`config.mk`:
```
export PLATFORM = sky130hd
export DESIGN_NAME = vts_top
export DESIGN_NICKNAME = d
export VERILOG_FILES = /design/src/verilog/vts_pkg.sv /design/src/verilog/vts_top.sv
export VERILOG_INCLUDE_DIRS = /design/src /design/src/verilog
export SDC_FILE = /design/constraint.sdc
export NUM_CORES = 1
export LEC_CHECK = 0
export ABC_AREA = 0
export BUFFER_PORTS_ARGS = -buffer_cell sky130_fd_sc_hd__buf_2
export CORE_AREA = 2 2 82 84
export DETAILED_ROUTE_END_ITERATION = 10
export DIE_AREA = 0 0 84 86
export GPL_TIMING_DRIVEN = 1
export HOLD_SLACK_MARGIN = 0.15
export PLACE_DENSITY = 0.73
export SLEW_MARGIN = 20
export SYNTH_ARGS = -nofsm -noshare
export SYNTH_HDL_FRONTEND = slang
export SYNTH_SLANG_ARGS = --single-unit
```
`constraint.sdc`:
```
create_clock -name clock -period 2.15 [get_ports clock]
set_clock_uncertainty 0.1 [all_clocks]
set_input_delay 0.215 -clock clock [delete_from_list [all_inputs] [get_ports clock]]
set_output_delay 0.215 -clock clock [all_outputs]
set_load 0.05 [all_outputs]
```
`src/verilog/vts_map.svh`:
```
`ifndef VTS_MAP_SVH
`define VTS_MAP_SVH
// register byte offsets
`define VTS_OFF_TRIG 8'h00
`define VTS_OFF_SNIFF 8'h04
`define VTS_OFF_STAT 8'h08
`define VTS_OFF_MASK 8'h0C
`define VTS_OFF_CTRL 8'h10
// reset values
`define VTS_TRIG_RST 8'h00
`define VTS_SNIFF_RST 8'h00
// trigger mask bits
`define VTS_B_HOST 0
`define VTS_B_REMOTE 1
`define VTS_B_BOOT 2
`define VTS_B_SEEKIN 3
`define VTS_B_SEEKOUT 4
`define VTS_B_CBEGIN 5
`define VTS_B_CEND 6
`define VTS_B_UNLOCK 7
// sniff mask bits
`define VTS_B_UPLINK 0
`define VTS_B_FOREIGN 1
`define VTS_SNIFF_USED 8'h03
// status bits
`define VTS_S_START 0
`define VTS_S_REFUSED 1
`define VTS_S_SUSPEND 2
// axi responses
`define VTS_RESP_OK 2'h0
`define VTS_RESP_SLVERR 2'h2
`endif

```
`src/verilog/vts_pkg.sv`:
```
package vts_pkg;
    // what started the script engine
    typedef enum logic [2:0] {
        VTS_SRC_NONE,
        VTS_SRC_HOST,
        VTS_SRC_REMOTE,
        VTS_SRC_BOOT,
        VTS_SRC_SEEKIN,
        VTS_SRC_SEEKOUT,
        VTS_SRC_CBEGIN,
        VTS_SRC_CEND
    } vts_src_t;
    typedef enum logic [1:0] {
        VTS_ENG_IDLE,
        VTS_ENG_RUN,
        VTS_ENG_HOLD
    } vts_eng_t;
    typedef struct packed {
        logic awv;
        logic [7:0] awa;
        logic wv;
        logic [31:0] wd;
        logic [3:0] ws;
        logic bvalid;
        logic [1:0] bresp;
        logic arv;
        logic rvalid;
        logic [31:0] rdata;
        logic [1:0] rresp;
        logic [7:0] trig;
        logic [7:0] sniff;
        logic [2:0] stat;
        logic [2:0] mask;
        logic irq;
        vts_eng_t eng;
        vts_src_t src;
        logic start;
        logic pend_remote;
        logic cend_seen;
        logic flash_ok;
        logic flash_deny;
        logic rx_accept;
    } vts_state_t;
endpackage

```
`src/verilog/vts_top.sv`:
```
`timescale 1ns/1ns
`include "vts_map.svh"
module vts_top (
    input wire logic clock,
    input wire logic rst,
    // axi4-lite slave
    input wire logic awvalid,
    output logic awready,
    input wire logic [7:0] awaddr,
    input wire logic wvalid,
    output logic wready,
    input wire logic [31:0] wdata,
    input wire logic [3:0] wstrb,
    output logic bvalid,
    output logic [1:0] bresp,
    input wire logic bready,
    input wire logic arvalid,
    output logic arready,
    input wire logic [7:0] araddr,
    output logic rvalid,
    output logic [31:0] rdata,
    output logic [1:0] rresp,
    input wire logic rready,
    // device events, one-cycle pulses, and the mesh_sync_busy level
    input wire logic host_exec_cmd,
    input wire logic remote_exec_cmd,
    input wire logic boot_done,
    input wire logic search_enter,
    input wire logic search_exit,
    input wire logic cycle_begin,
    input wire logic cycle_end,
    input wire logic mesh_sync_busy,
    input wire logic script_done,
    input wire logic flash_op_req,
    // received packet classification
    input wire logic cmd_mode,
    input wire logic pkt_valid,
    input wire logic pkt_from_gateway,
    input wire logic pkt_is_air_cmd,
    input wire logic pkt_is_uplink,
    input wire logic pkt_addr_match,
    // outputs to the device
    output logic script_start,
    output logic [2:0] script_source,
    output logic script_running,
    output logic script_suspend,
    output logic flash_op_grant,
    output logic flash_op_deny,
    output logic pkt_accept,
    output logic irq
);

    vts_pkg::vts_state_t s_r, s_nxt;

    ////////////////////////////////////////////////////////////////////////
    // helpers

    // byte-lane merge of a write into an 8-bit register
    function automatic logic [7:0] lane0(input logic [7:0] old,
                                         input logic [31:0] d,
                                         input logic [3:0] st);
        lane0 = st[0] ? d[7:0] : old;
    endfunction

    // acceptance of one received packet in command or transparent mode
    function automatic logic accept_pkt(input logic cmd,
                                        input logic gw,
                                        input logic air,
                                        input logic up,
                                        input logic match,
                                        input logic [7:0] sn);
        if (!cmd)
            accept_pkt = 1'b1;
        else if (up)
            accept_pkt = sn[`VTS_B_UPLINK];
        else if (gw && air)
            accept_pkt = match || sn[`VTS_B_FOREIGN];
        else
            accept_pkt = 1'b1;
    endfunction

    ////////////////////////////////////////////////////////////////////////
    // next state
    always_comb begin
        logic [7:0] t;
        logic fire;
        logic refused;
        vts_pkg::vts_src_t src;
        logic [2:0] ev;
        logic wr_go;
        t = s_r.trig;
        fire = 1'b0;
        refused = 1'b0;
        src = vts_pkg::VTS_SRC_NONE;
        ev = 3'h0;
        s_nxt = s_r;
        s_nxt.start = 1'b0;
        s_nxt.flash_ok = 1'b0;
        s_nxt.flash_deny = 1'b0;

        // axi write: address and data taken in either order
        if (!s_r.awv && awvalid) begin
            s_nxt.awv = 1'b1;
            s_nxt.awa = awaddr;
        end
        if (!s_r.wv && wvalid) begin
            s_nxt.wv = 1'b1;
            s_nxt.wd = wdata;
            s_nxt.ws = wstrb;
        end
        wr_go = s_r.awv && s_r.wv && !s_r.bvalid;
        if (wr_go) begin
            s_nxt.awv = 1'b0;
            s_nxt.wv = 1'b0;
            s_nxt.bvalid = 1'b1;
            s_nxt.bresp = `VTS_RESP_OK;
            case (s_r.awa)
                `VTS_OFF_TRIG:
                    s_nxt.trig = lane0(s_r.trig, s_r.wd, s_r.ws);
                `VTS_OFF_SNIFF:
                    s_nxt.sniff = lane0(s_r.sniff, s_r.wd, s_r.ws)
                        & `VTS_SNIFF_USED;
                `VTS_OFF_STAT: ;
                `VTS_OFF_MASK:
                    if (s_r.ws[0])
                        s_nxt.mask = s_r.wd[2:0];
                default: s_nxt.bresp = `VTS_RESP_SLVERR;
            endcase
        end
        if (s_r.bvalid && bready)
            s_nxt.bvalid = 1'b0;

        // axi read, one at a time
        // rvalid comes from its own flop two cycles after the take
        if (!s_r.arv && !s_r.rvalid && arvalid) begin
            s_nxt.arv = 1'b1;
            s_nxt.rresp = `VTS_RESP_OK;
            case (araddr)
                `VTS_OFF_TRIG: s_nxt.rdata = {24'h000000, s_r.trig};
                `VTS_OFF_SNIFF: s_nxt.rdata = {24'h000000, s_r.sniff};
                `VTS_OFF_STAT: s_nxt.rdata = {29'h00000000, s_r.stat};
                `VTS_OFF_MASK: s_nxt.rdata = {29'h00000000, s_r.mask};
                `VTS_OFF_CTRL: s_nxt.rdata = {26'h0000000, s_r.pend_remote,
                    s_r.src, s_r.eng == vts_pkg::VTS_ENG_HOLD,
                    s_r.eng != vts_pkg::VTS_ENG_IDLE};
                default: begin
                    s_nxt.rdata = 32'h00000000;
                    s_nxt.rresp = `VTS_RESP_SLVERR;
                end
            endcase
        end
        if (s_r.arv) begin
            s_nxt.arv = 1'b0;
            s_nxt.rvalid = 1'b1;
        end
        if (s_r.rvalid && rready)
            s_nxt.rvalid = 1'b0;

        // remote execute waits for its cycle end
        if (remote_exec_cmd && t[`VTS_B_REMOTE])
            s_nxt.pend_remote = 1'b1;
        s_nxt.cend_seen = 1'b0;

        // trigger arbitration; cycle end wins over pending remote
        if (host_exec_cmd && t[`VTS_B_HOST]) begin
            fire = 1'b1;
            src = vts_pkg::VTS_SRC_HOST;
        end else if (boot_done && t[`VTS_B_BOOT]) begin
            fire = 1'b1;
            src = vts_pkg::VTS_SRC_BOOT;
        end else if (search_enter && t[`VTS_B_SEEKIN]) begin
            fire = 1'b1;
            src = vts_pkg::VTS_SRC_SEEKIN;
        end else if (search_exit && t[`VTS_B_SEEKOUT]) begin
            fire = 1'b1;
            src = vts_pkg::VTS_SRC_SEEKOUT;
        end else if (cycle_begin && t[`VTS_B_CBEGIN]) begin
            fire = 1'b1;
            src = vts_pkg::VTS_SRC_CBEGIN;
        end else if (cycle_end && t[`VTS_B_CEND]) begin
            fire = 1'b1;
            src = vts_pkg::VTS_SRC_CEND;
            if (s_r.pend_remote)
                s_nxt.cend_seen = 1'b1;
        end else if (cycle_end && s_r.pend_remote) begin
            s_nxt.cend_seen = 1'b1;
        end else if (s_r.cend_seen && s_r.eng == vts_pkg::VTS_ENG_IDLE) begin
            fire = 1'b1;
            src = vts_pkg::VTS_SRC_REMOTE;
            s_nxt.pend_remote = 1'b0;
        end else if (s_r.cend_seen) begin
            s_nxt.cend_seen = 1'b1; // held while the engine is busy, unless a host, boot, search or cycle-begin branch is taken
        end

        // engine state
        case (s_r.eng)
            vts_pkg::VTS_ENG_IDLE: begin
                if (fire) begin
                    s_nxt.eng = vts_pkg::VTS_ENG_RUN;
                    s_nxt.src = src;
                    s_nxt.start = 1'b1;
                    ev[`VTS_S_START] = 1'b1;
                end
            end
            vts_pkg::VTS_ENG_RUN: begin
                if (script_done)
                    s_nxt.eng = vts_pkg::VTS_ENG_IDLE;
                else if (mesh_sync_busy) begin
                    s_nxt.eng = vts_pkg::VTS_ENG_HOLD;
                    ev[`VTS_S_SUSPEND] = 1'b1;
                end
            end
            vts_pkg::VTS_ENG_HOLD: begin
                if (!mesh_sync_busy)
                    s_nxt.eng = vts_pkg::VTS_ENG_RUN;
            end
            default: s_nxt.eng = vts_pkg::VTS_ENG_IDLE;
        endcase

        // program flash lock
        if (flash_op_req) begin
            if (t[`VTS_B_UNLOCK])
                s_nxt.flash_ok = 1'b1;
            else begin
                s_nxt.flash_deny = 1'b1;
                refused = 1'b1;
            end
        end
        ev[`VTS_S_REFUSED] = refused;

        // packet filter
        s_nxt.rx_accept = pkt_valid && accept_pkt(cmd_mode,
            pkt_from_gateway, pkt_is_air_cmd, pkt_is_uplink,
            pkt_addr_match, s_r.sniff);

        // sticky status: a new event wins over a write-one clear
        if (wr_go && s_r.awa == `VTS_OFF_STAT && s_r.ws[0])
            s_nxt.stat = s_r.stat & ~s_r.wd[2:0];
        s_nxt.stat = s_nxt.stat | ev;
        s_nxt.irq = |(s_nxt.stat & s_nxt.mask);
    end

    ////////////////////////////////////////////////////////////////////////
    // state register
    always_ff @(posedge clock) begin
        if (rst) begin
            s_r <= '0;
            s_r.trig <= `VTS_TRIG_RST;
            s_r.sniff <= `VTS_SNIFF_RST;
            s_r.eng <= vts_pkg::VTS_ENG_IDLE;
            s_r.src <= vts_pkg::VTS_SRC_NONE;
        end else begin
            s_r <= s_nxt;
        end
    end

    ////////////////////////////////////////////////////////////////////////
    // outputs straight from the state register
    assign awready = !s_r.awv;
    assign wready = !s_r.wv;
    assign bvalid = s_r.bvalid;
    assign bresp = s_r.bresp;
    assign arready = !s_r.arv && !s_r.rvalid;
    assign rvalid = s_r.rvalid;
    assign rdata = s_r.rdata;
    assign rresp = s_r.rresp;
    assign script_start = s_r.start;
    assign script_source = s_r.src;
    assign script_running = s_r.eng == vts_pkg::VTS_ENG_RUN;
    assign script_suspend = s_r.eng == vts_pkg::VTS_ENG_HOLD;
    assign flash_op_grant = s_r.flash_ok;
    assign flash_op_deny = s_r.flash_deny;
    assign pkt_accept = s_r.rx_accept;
    assign irq = s_r.irq;

endmodule

```
# After elaboration in Yosys (flattened, before gate mapping)
# Cells that the tools add are included.
word_totals:
  regBits: 86
  inputBits: 75
  output_inout_bits: 51
op_classes:
  eq_ne: 12
  muxes: 54
  bitwise: 6
  n_reduce_logical: 45
op_table:
  columns: ["operator", "n"]
  rows:
  - ["one-hot mux 8 bit (5 select lines)", 1]
  - ["equality test 8 x 4 -> 1 bit (second input constant)", 4]
  - ["2-to-1 mux 3 bit", 10]
  - ["2-to-1 mux 1 bit", 29]
  - ["2-to-1 mux 2 bit", 12]
  - ["logical AND 1 bit", 21]
  - ["equality test 8 x 3 -> 1 bit (second input constant)", 2]
  - ["logical NOT 8 bit", 2]
  - ["OR reduction 2 bit", 6]
  - ["AND reduction 3 bit", 3]
  - ["equality test 8 x 5 -> 1 bit (second input constant)", 1]
  - ["AND 3 bit", 2]
  - ["2-to-1 mux 6 bit", 1]
  - ["one-hot mux 2 bit (3 select lines)", 1]
  - ["OR reduction 6 bit", 1]
  - ["logical NOT 1 bit", 5]
  - ["OR reduction 5 bit", 1]
  - ["OR reduction 4 bit", 1]
  - ["!= test 3 bit (second input constant)", 1]
  - ["NOT 3 bit", 1]
  - ["OR 3 bit", 1]
  - ["OR reduction 3 bit", 1]
  - ["equality test 2 x 1 -> 1 bit (second input constant)", 1]
  - ["equality test 2 bit (second input constant)", 1]
  - ["7 further kinds", 8]

# Longest topological paths before layout
# Gate-level depths: netlist of the first run.
logic_depth:
  word_depth: 15
  depth_mapped: 7
  ltp_nobuf: 6

# Worst setup path before layout of the first run
# No wires, ideal clock.
synth_path:
  kind: "reg-to-reg"
  from: "register s_r[9] in the netlist's numbering"
  to: "register s_r, in the netlist irq"
  t_arrival_ns: 1.835
  required_ns: 1.981
  setup_slack_ns: 0.146
  stages_incl_launch_ff: 7
  n_path_buf: 0
  period_less_slack_ns: 2.004
  path_cell_list: "dfxtp_1 -> nor2b_1 -> and3b_1 -> nand2b_1 -> o22ai_1 -> o22a_1 -> o21ai_1"
synth_between:
  elab_cells_between_ends: 17
  classes_between: "1 x eq/ne; 11 x mux; 2 x bitwise; 3 x reduce/logical"
synth_rtl:
  columns: ["item", "line_no", "rtl"]
  rows:
  - ["from (decl)", "vts_top.sv:53", "vts_pkg::vts_state_t s_r, s_nxt;"]
  - ["from (signal assigned)", "vts_top.sv:253", "s_r <= s_nxt;"]
  - ["equality test 2 x 1 -> 1 bit", null, null]
  - ["via script_running", "vts_top.sv:45", "output logic script_running,"]
  - ["2-to-1 mux 1 bit", "vts_top.sv:196", "case (s_r.eng)"]
  - ["OR 3 bit", "vts_top.sv:239", "s_nxt.stat = s_nxt.stat | ev;"]
  - ["AND 3 bit", "vts_top.sv:240", "s_nxt.irq = |(s_nxt.stat & s_nxt.mask);"]
  - ["OR reduction 3 bit", "vts_top.sv:240", null]
# The timed path passes the listed nets, and every way through them passes these cells.
# A chain may end at the register's enable or synchronous reset.

# Worst setup path in the final report of the first run
layout_path:
  from: "register s_r[117] in the netlist's numbering"
  to: "register s_r, in the netlist irq"
layout_between:
  elab_chain_cells: 7
  elab_cells_between_ends: 10
  classes_between: "2 x eq/ne; 3 x mux; 2 x bitwise; 3 x reduce/logical"
layout_rtl:
  columns: ["item", "line_no", "rtl"]
  rows:
  - ["equality test 8 x 4 -> 1 bit", null, null]
  - ["logical AND 1 bit (no source line)", null, null]
  - ["logical AND 1 bit", "vts_top.sv:237", "if (wr_go && s_r.awa == `VTS_OFF_STAT && s_r.ws[0])"]
  - ["2-to-1 mux 3 bit", "vts_top.sv:237", null]
  - ["OR 3 bit", "vts_top.sv:239", null]
  - ["AND 3 bit (*)", "vts_top.sv:240", null]
  - ["OR reduction 3 bit (*)", "vts_top.sv:240", null]
# Every way passes the cells marked *; elsewhere a longest branch is shown, timed or not.

==> results.cfg, run 1 <==
[status]
status = finished clean

[logic_synthesis]
ys_seq_area_share_pct = 43.0
yosys_warnings = 0
synth_area_mm2 = 0.00280
synth_edf_count = 0
synthCells = 315
ys_async_sr_fraction_pct = 0
synth_ff_type = dfxtp_1
syn_avg_cell_area_um2 = 8.88
ys_ff_latch = 60
synth.distinct_cells = 43

[cts]
clk_pin_slew_ns = 0.07
cts_max_level = 3
cts_tree = yes
root_buffer = clkbuf_8
post-cts-setup-buffers = 0
cts_buffer_depth = 2
clock_sinks = 60
clock_latency_ns = 0.34
cts_buffers = 9

[global_routing]
grt_max_degree = 40
antenna_found_initial = 0
grt_pass1_wl_um = 10400
grtUsageTotal_pct = 18.1
grt_pass1_vias = 2305
overflow = 0

[detailed_routing]
wire_per_inst_um = 12.9
ant_nets = 0
drc = 0
num_vias = 2416
drtIter0Drc = 79
wirelength_um = 6260
first_pass_iters = 4
viasPerCell = 4.97

[floorplanning]
initial_core_util_pct = 44.5
ios = 126
core_mm2 = 0.00628
fp.dieArea_mm2 = 0.00722
rows = 29
fp.dieW_um = 84
die_h_um = 86

[power_and_ir_drop]
p_leak_uw = 0.00158
power_density_mw_per_mm2 = 690
ir_worst_vdd_mv = 0.540

[critical_path]
regToRegSetupSlack_ns = 0.14
critPathKind = reg2reg
critPathArrivalTime_ns = 2.13
cp_max_fo = 4
crit_required_ns = 2.27
rr_endpoint = irq
reg2regPathDepth = 6
crit_path_end_kind = register
start_kind = register
r2r-start = s_r[117]

[sta]
finalCriticalPeriod_ns = 2.01
holdWs_ns = 0.161
slew-limit-headroom_pct = 56.3
setup_viol = 0
final-max-slew-violation-count = 0
fin_crit_sh_pct = 93.3
max_clock_freq_mhz = 499
hold_violations = 0
rsz0062_at_grt = no
tightestPinTransition_ns = 0.655
tns_ns = 0

[worst_hold_path]
min_path_cells = 4
hold_start = araddr[0]
worst_hold_path.endpoint = rdata[0]
hold_path.class = in2reg

[placed_design]
portBuffers = 72
hpwlAfterDp_um = 4280
place_congestion = 0.860

[final_layout]
area_growth_pct = 26.5
drive_gt1_share_pct = 26.4
antennaDiodeCount = 0
fin_nets = 480
fill_cells = 582

[run]
cap_violations = 0
sequential cells by signal, indices dropped and copies added, names as in the netlist:
signal / count
bresp: 1
bvalid: 1
flash_op_deny: 1
flash_op_grant: 1
irq: 1
pkt_accept: 1
rdata: 8
rresp: 1
rvalid: 1
s_r: 40
script_source: 3
script_start: 1
routing by layer:
layer / up-vias / wire length, um / GRT usage [%]
li1: 1191 / - / -
met1: 1139 / 2780 / 21.0
met2: 77 / 3090 / 31.9
met3: 9 / 315 / 5.77
met4: 0 / 74 / 5.28
met5: - / 0 / 0
Yosys cell counts (2+ instances only):
cell type  number  area, um^2
nor3_4          3        48.8
a211oi_1        3        22.5
o21ai_0         7        35.0
nand2_1        26        97.6
inv_1           9        33.8
nor3_1          6        30.0
a21oi_1        19        95.1
o22a_1          2        17.5
nor2b_1         5        31.3
nor2_1         45         169
o22ai_1         3        18.8
dfxtp_1        60        1200
buf_4          39         293
nand2b_1        5        31.3
and3_1          4        25.0
a32oi_1         2        17.5
mux2i_1        25         250
clkbuf_1       13        48.8
a22oi_1        11        82.6
mux2_2          5        56.3
worst max path at each step:
stage                to      from  slack (ns)
detailed placement  irq  s_r[117]        0.12
global placement    irq  s_r[117]        0.13
global route        irq  s_r[117]       0.009
CTS                 irq  s_r[117]        0.12
finish              irq  s_r[117]        0.14
floorplan           irq    s_r[9]        0.15
repair_timing:
item / 4_1_cts / 5_1_grt
setup endpoints to repair: 0 / 2
endpoints found under the hold margin: 29 / 0
resized for setup: 0 / 3
hold buffers: 29 / 0
kinds of logic after synthesis:
| group | synth area share [%] |
|---|---|
| AOI/OAI and AO/OA | 11.7 |
| DFF | 43.0 |
| buffers and inverters | 13.7 |
| muxes | 11.8 |
| other | 0.134 |
| and+or+nand+nor | 19.7 |
where the power goes:
group	internal, uW	switching, uW	total [uW]
clock	472	413	885
combinational	128	255	384
sequential	1150	26.0	1170
total	1740	695	2440
final cells by class:
type                       instances  area [um^2]  area share [%]
clock buffer                      13          159            4.49
timing repair buffer             107          721            20.4
sequential                        60         1200            34.0
clock inverter                     2         10.0           0.283
multi-input combinational        217         1310            37.1
inverter                          10         37.5            1.06
tap                               77         96.3            2.72
worst max-delay path, cell delays in order (launching register included):
cell and delay (ns):
dfxtp_1 0.31, or4_4 0.54, nor3_4 0.19, and3_2 0.29, mux2i_2 0.25, o22a_1 0.16, o21ai_1 0.05
placed cells by master (no fill, tap or decap), drive strengths merged, types with 3 or more instances in the layout:
master and instances:
nand2b 5, o22ai 3, dfxtp 60, inv 10, mux2 5, nor2 45, a21oi 19, a211oi 3
o21ai 8, and3 4, dlygate4sd3 29, buf 78, conb 26, nor3 10, mux2i 25, a22oi 11
nor2b 5, nand2 26, clkbuf 13
per-stage QoR:
| stage | util [%] | power [uW] | setup slack [ns] | area, um^2 | instances |
|---|---|---|---|---|---|
| floorplan | - | 1490 | 0.146 | 2890 | 340 |
| global placement | 48.9 | 1530 | 0.135 | 3070 | 442 |
| detailed placement | 48.9 | 1540 | 0.115 | 3070 | 442 |
| CTS | 56.2 | 2460 | 0.115 | 3530 | 486 |
| global route | 56.3 | 2550 | 0.00916 | 3540 | 486 |
| finish | 56.3 | 2440 | 0.144 | 3540 | 486 |
(Power assumes the default switching activity.)
==> run 2, diff against run 1 <==
--- a/config.mk
+++ b/config.mk
@@ -8,12 +8,14 @@
 export LEC_CHECK = 0
 export ABC_AREA = 0
 export BUFFER_PORTS_ARGS = -buffer_cell sky130_fd_sc_hd__buf_2
-export CORE_AREA = 2 2 82 84
+export CELL_PAD_IN_SITES_DETAIL_PLACEMENT = 1
+export CELL_PAD_IN_SITES_GLOBAL_PLACEMENT = 1
+export CORE_AREA = 2 2 96 98
 export DETAILED_ROUTE_END_ITERATION = 10
-export DIE_AREA = 0 0 84 86
+export DIE_AREA = 0 0 98 100
 export GPL_TIMING_DRIVEN = 1
 export HOLD_SLACK_MARGIN = 0.15
-export PLACE_DENSITY = 0.73
+export PLACE_DENSITY = 0.86
 export SLEW_MARGIN = 20
 export SYNTH_ARGS = -nofsm -noshare
 export SYNTH_HDL_FRONTEND = slang
==> results.cfg, run 2 (synthesis results as in run 1) <==
[floorplanning]
fp.dieArea_mm2 = 0.00980
fp.dieW_um = 98
core_mm2 = 0.00889
ios = 126
die_h_um = 100
initial_core_util_pct = 31.5
rows = 35

[critical_path]
cp_max_fo = 4
slowest_stage = or4_4
start_kind = register
cp_top_family = simple AND/OR/NAND/NOR gates
worstPathBufferInverterCount = 0
critPathArrivalTime_ns = 2.19
slowest_delay_ns = 0.54
crit_required_ns = 2.28
crit_path_end_kind = register
crit_chain = or4_4 > nor3_4 > nand3_2 > or3b_1 > mux2i_1 > nor2_1
critPathKind = reg2reg

[detailed_routing]
ant_nets = 0
num_vias = 2458
drc = 0
wl_met2_um = 3810
wl_met1_um = 2910
wirelength_um = 7270
wire_per_inst_um = 14.0
first_pass_iters = 4
drtIter0Drc = 50
wl_met3_um = 445
viasPerCell = 4.74
dr.max_layer_used = met4

[final_layout]
final_cell_count_no_fill = 519
final_cell_mix = 72 x buf_2, 60 x dfxtp_1, 45 x nor2_1
antennaDiodeCount = 0
fin_nets = 479
layout_commonest_cell = buf_2
area_growth_pct = 27.3
fill_cells = 1067
top_register = s_r
largest_reg_flops = 40
drive_gt1_share_pct = 26.0

[sta]
tightestPinTransition_ns = 0.638
rsz0062_at_grt = yes
final-max-slew-violation-count = 0
setup_viol = 0
tns_ns = 0
finalCriticalPeriod_ns = 2.06
hold_violations = 0
slew-limit-headroom_pct = 57.4
setup_slack_ns = 0.0897
max_clock_freq_mhz = 485
holdWs_ns = 0.173
fin_crit_sh_pct = 95.8

[global_routing]
grt_pass1_vias = 2552
overflow = 0
antenna_found_initial = 0
grt_max_degree = 32
grtUsageTotal_pct = 15.4
grt_pass1_wl_um = 12000

[placed_design]
dp.cells = 475
hpwlAfterDp_um = 5270
place_congestion = 0.763
place_ws_ns = 0.105
portBuffers = 72

[power_and_ir_drop]
p_total_uw = 2380
p_leak_uw = 0.00156
ir_worst_vdd_mv = 0.474
power_density_mw_per_mm2 = 670

[status]
status = finished clean

[cts]
clock_sinks = 60
post-cts-setup-buffers = 0
clock_latency_ns = 0.34
cts_tree = yes
cts_max_level = 3
cts_buffer_depth = 2
clk_pin_slew_ns = 0.06
root_buffer = clkbuf_8
cts_buffers = 9

[run]
cap_violations = 0

[worst_hold_path]
hold_path.class = in2reg
[run 2: changes by cell type in the layout (fill, tap and decap cells not counted), sizes merged]
cell,previous run,this run
clkbuf,13,12
clkinv,2,3
buf,78,77
[run 2: path summary, 6_finish.rpt]
check,startpoint,endpoint,slack [ns],cells after the start
max,s_r[117],s_r[19],0.09,6
min,araddr[0],rdata[0],0.17,4
max reg2reg,s_r[117],s_r[19],0.09,6
min reg2reg,s_r[80],s_r[80],0.36,2
[run 2: stage by stage]
stage / utilization (%) / cell area (um^2)
CTS: 39.9 / 3550
finish: 40.1 / 3560
global route: 40.1 / 3560
global placement: 34.9 / 3110
detailed placement: 34.9 / 3110
floorplan: - / 2890
[run 2: worst min-delay path: cells and delay by family]
family | cells | cell delay, ns
compound gates | 1 | 0.14
simple gates | 2 | 0.11
buf+inv | 1 | 0.08
[run 2: power breakdown]
part | leakage [uW] | total, uW | internal [uW] | switching [uW]
Sequential | 0.000488 | 1170 | 1150 | 26.4
Combinational | 0.000989 | 389 | 129 | 261
Clock | 0.0000800 | 824 | 407 | 417
Total | 0.00156 | 2380 | 1680 | 704
[run 2: what timing repair did]
action / in CTS / in global routing
setup endpoints to repair: 0 / 1
hold buffers: 29 / 0
hold endpoints to repair: 29 / 0
resized for setup: 0 / 5
[run 2: final cells by class]
cell class	instances	area [um^2]	share of cell area, %
clock buffer	12	135	3.79
clock inverter	3	15.0	0.422
inverter	10	37.5	1.05
multi-input combinational	217	1320	37.1
sequential	60	1200	33.7
tap	111	139	3.90
timing repair buffer	106	713	20.0
[run 2: layer usage]
layer	vias to the layer above	track usage, %
li1	1193	-
met1	1176	16.7
met2	80	28.3
met3	9	5.85
met4	0	3.74
met5	-	0
==> run 3, diff against run 2 <==
--- a/config.mk
+++ b/config.mk
@@ -15,7 +15,8 @@
 export DIE_AREA = 0 0 98 100
 export GPL_TIMING_DRIVEN = 1
 export HOLD_SLACK_MARGIN = 0.15
-export PLACE_DENSITY = 0.86
+export PLACE_DENSITY_LB_ADDON = 0.1
+export SETUP_SLACK_MARGIN = 0.4
 export SLEW_MARGIN = 20
 export SYNTH_ARGS = -nofsm -noshare
 export SYNTH_HDL_FRONTEND = slang
==> results.cfg, run 3 (synthesis results as in run 1) <==
[status]
status = finished clean

[detailed_routing]
num_vias = 2392
wire_per_inst_um = 13.8
dr.max_layer_used = met4
wl_met1_um = 3290
ant_nets = 0
drc = 0
wl_met2_um = 3450
wirelength_um = 7220
wl_met3_um = 367
first_pass_iters = 4
drtIter0Drc = 38
viasPerCell = 4.56

[final_layout]
area_growth_pct = 33.6
antennaDiodeCount = 0
largest_reg_flops = 40
top_register = s_r
fin_nets = 483
drive_gt1_share_pct = 31.0
layout_commonest_cell = buf_2
final_cell_mix = 72 x buf_2, 57 x dfxtp_1, 45 x nor2_1
fill_cells = 1076
final_cell_count_no_fill = 524

[power_and_ir_drop]
power_density_mw_per_mm2 = 724
power_frac_comb_pct = 14.8
p_total_uw = 2710
clkPwrFrac_pct = 41.8
ir_worst_vdd_mv = 0.286
p_leak_uw = 0.00162
p_seq_share_pct = 43.3
cell_internal_pwr_uw = 1960
swShare_pct = 27.4
p_sw_uw = 742

[placed_design]
portBuffers = 72
place_ws_ns = 0.0906
place_congestion = 0.737
dp.cells = 476
hpwlAfterDp_um = 5110

[critical_path]
start_kind = register
reg2regPathDepth = 6
critPathLaunch = s_r[117]
crit_required_ns = 2.28
cp_max_fo = 4
rr_endpoint = s_r[18]
critPathKind = reg2reg
r2r-start = s_r[117]
crit_path_end_kind = register
regToRegSetupSlack_ns = 0.10
critPathArrivalTime_ns = 2.18

[sta]
max_clock_freq_mhz = 489
tightestPinTransition_ns = 0.704
slew-limit-headroom_pct = 52.9
finalCriticalPeriod_ns = 2.05
setup_slack_ns = 0.103
fin_crit_sh_pct = 95.2
final-max-slew-violation-count = 0
tns_ns = 0
rsz0062_at_grt = yes
setup_viol = 0
hold_violations = 0
holdWs_ns = 0.162

[floorplanning]
core_mm2 = 0.00889
ios = 126
fp.dieArea_mm2 = 0.00980
die_h_um = 100
rows = 35
fp.dieW_um = 98
initial_core_util_pct = 31.5

[global_routing]
overflow = 0
grt_pass1_wl_um = 11500
grt_pass1_vias = 2317
grtUsageTotal_pct = 14.8
antenna_found_initial = 0
grt_max_degree = 46

[cts]
clock_latency_ns = 0.34
cts_buffers = 9
clock_sinks = 60
cts_max_level = 3
cts_buffer_depth = 2
cts_tree = yes
clk_pin_slew_ns = 0.07
root_buffer = clkbuf_8

[run]
cap_violations = 0

[worst_hold_path]
hold_start = rst
min_path_cells = 2
hold_path.class = in2reg
worst_hold_path.endpoint = rdata[1]
[run 3: changes by cell type in the layout (fill, tap and decap cells not counted), sizes merged]
cell,before,now
bufinv,0,2
clkinv,3,1
buf,77,81
clkinvlp,0,1
[run 3: power groups by stage]
stage	registers, uW	clock network, uW	logic [uW]
floorplan	1200	0	287
global placement	1200	0	349
detailed placement	1200	0	355
CTS	1170	1170	401
global route	1180	1220	432
finish	1170	1130	402
[run 3: per-stage QoR]
stage / util (%) / area (um^2)
after floorplan: - / 2910
after global placement: 35.2 / 3130
after detailed placement: 35.2 / 3130
after CTS: 41.4 / 3680
after global routing: 42.0 / 3740
final: 42.0 / 3740
[run 3: worst max-delay path by stage]
stage	endpoint	depth (start not counted)
floorplan	s_r[26]	6
global placement	irq	6
global route	s_r[19]	6
CTS	s_r[18]	6
detailed placement	s_r[18]	6
finish	s_r[18]	6
[run 3: final cells by class]
cell class	instances	area [um^2]	area share (%)
multi-input combinational	217	1390	37.2
timing repair buffer	110	743	19.9
clock inverter	4	72.6	1.94
clock buffer	12	145	3.88
tap	111	139	3.72
sequential	60	1210	32.3
inverter	10	37.5	1.00
[run 3: metal layers]
metal  global-route usage, %  up-vias
met5                       0        -
met4                    5.77        0
met3                    4.18       11
met2                    24.6       62
met1                    18.3     1118
li1                        -     1201
[run 3: repair_timing]
action                                  4_1_cts  5_1_grt
buffers inserted                              3        0
endpoints found under the setup margin       20       22
hold buffers                                 29        0
hold endpoints to repair                     29        0
gates resized for setup                       7       13
pin swaps                                     2        8
[run 3: worst max-delay path, stage by stage, from the launching register on]
cell and delay [ns]:
dfxtp_2 0.32, or4_4 0.54, nor3_4 0.21, nand3_2 0.15, or3b_4 0.41, mux2i_1 0.15, nor2_1 0.06
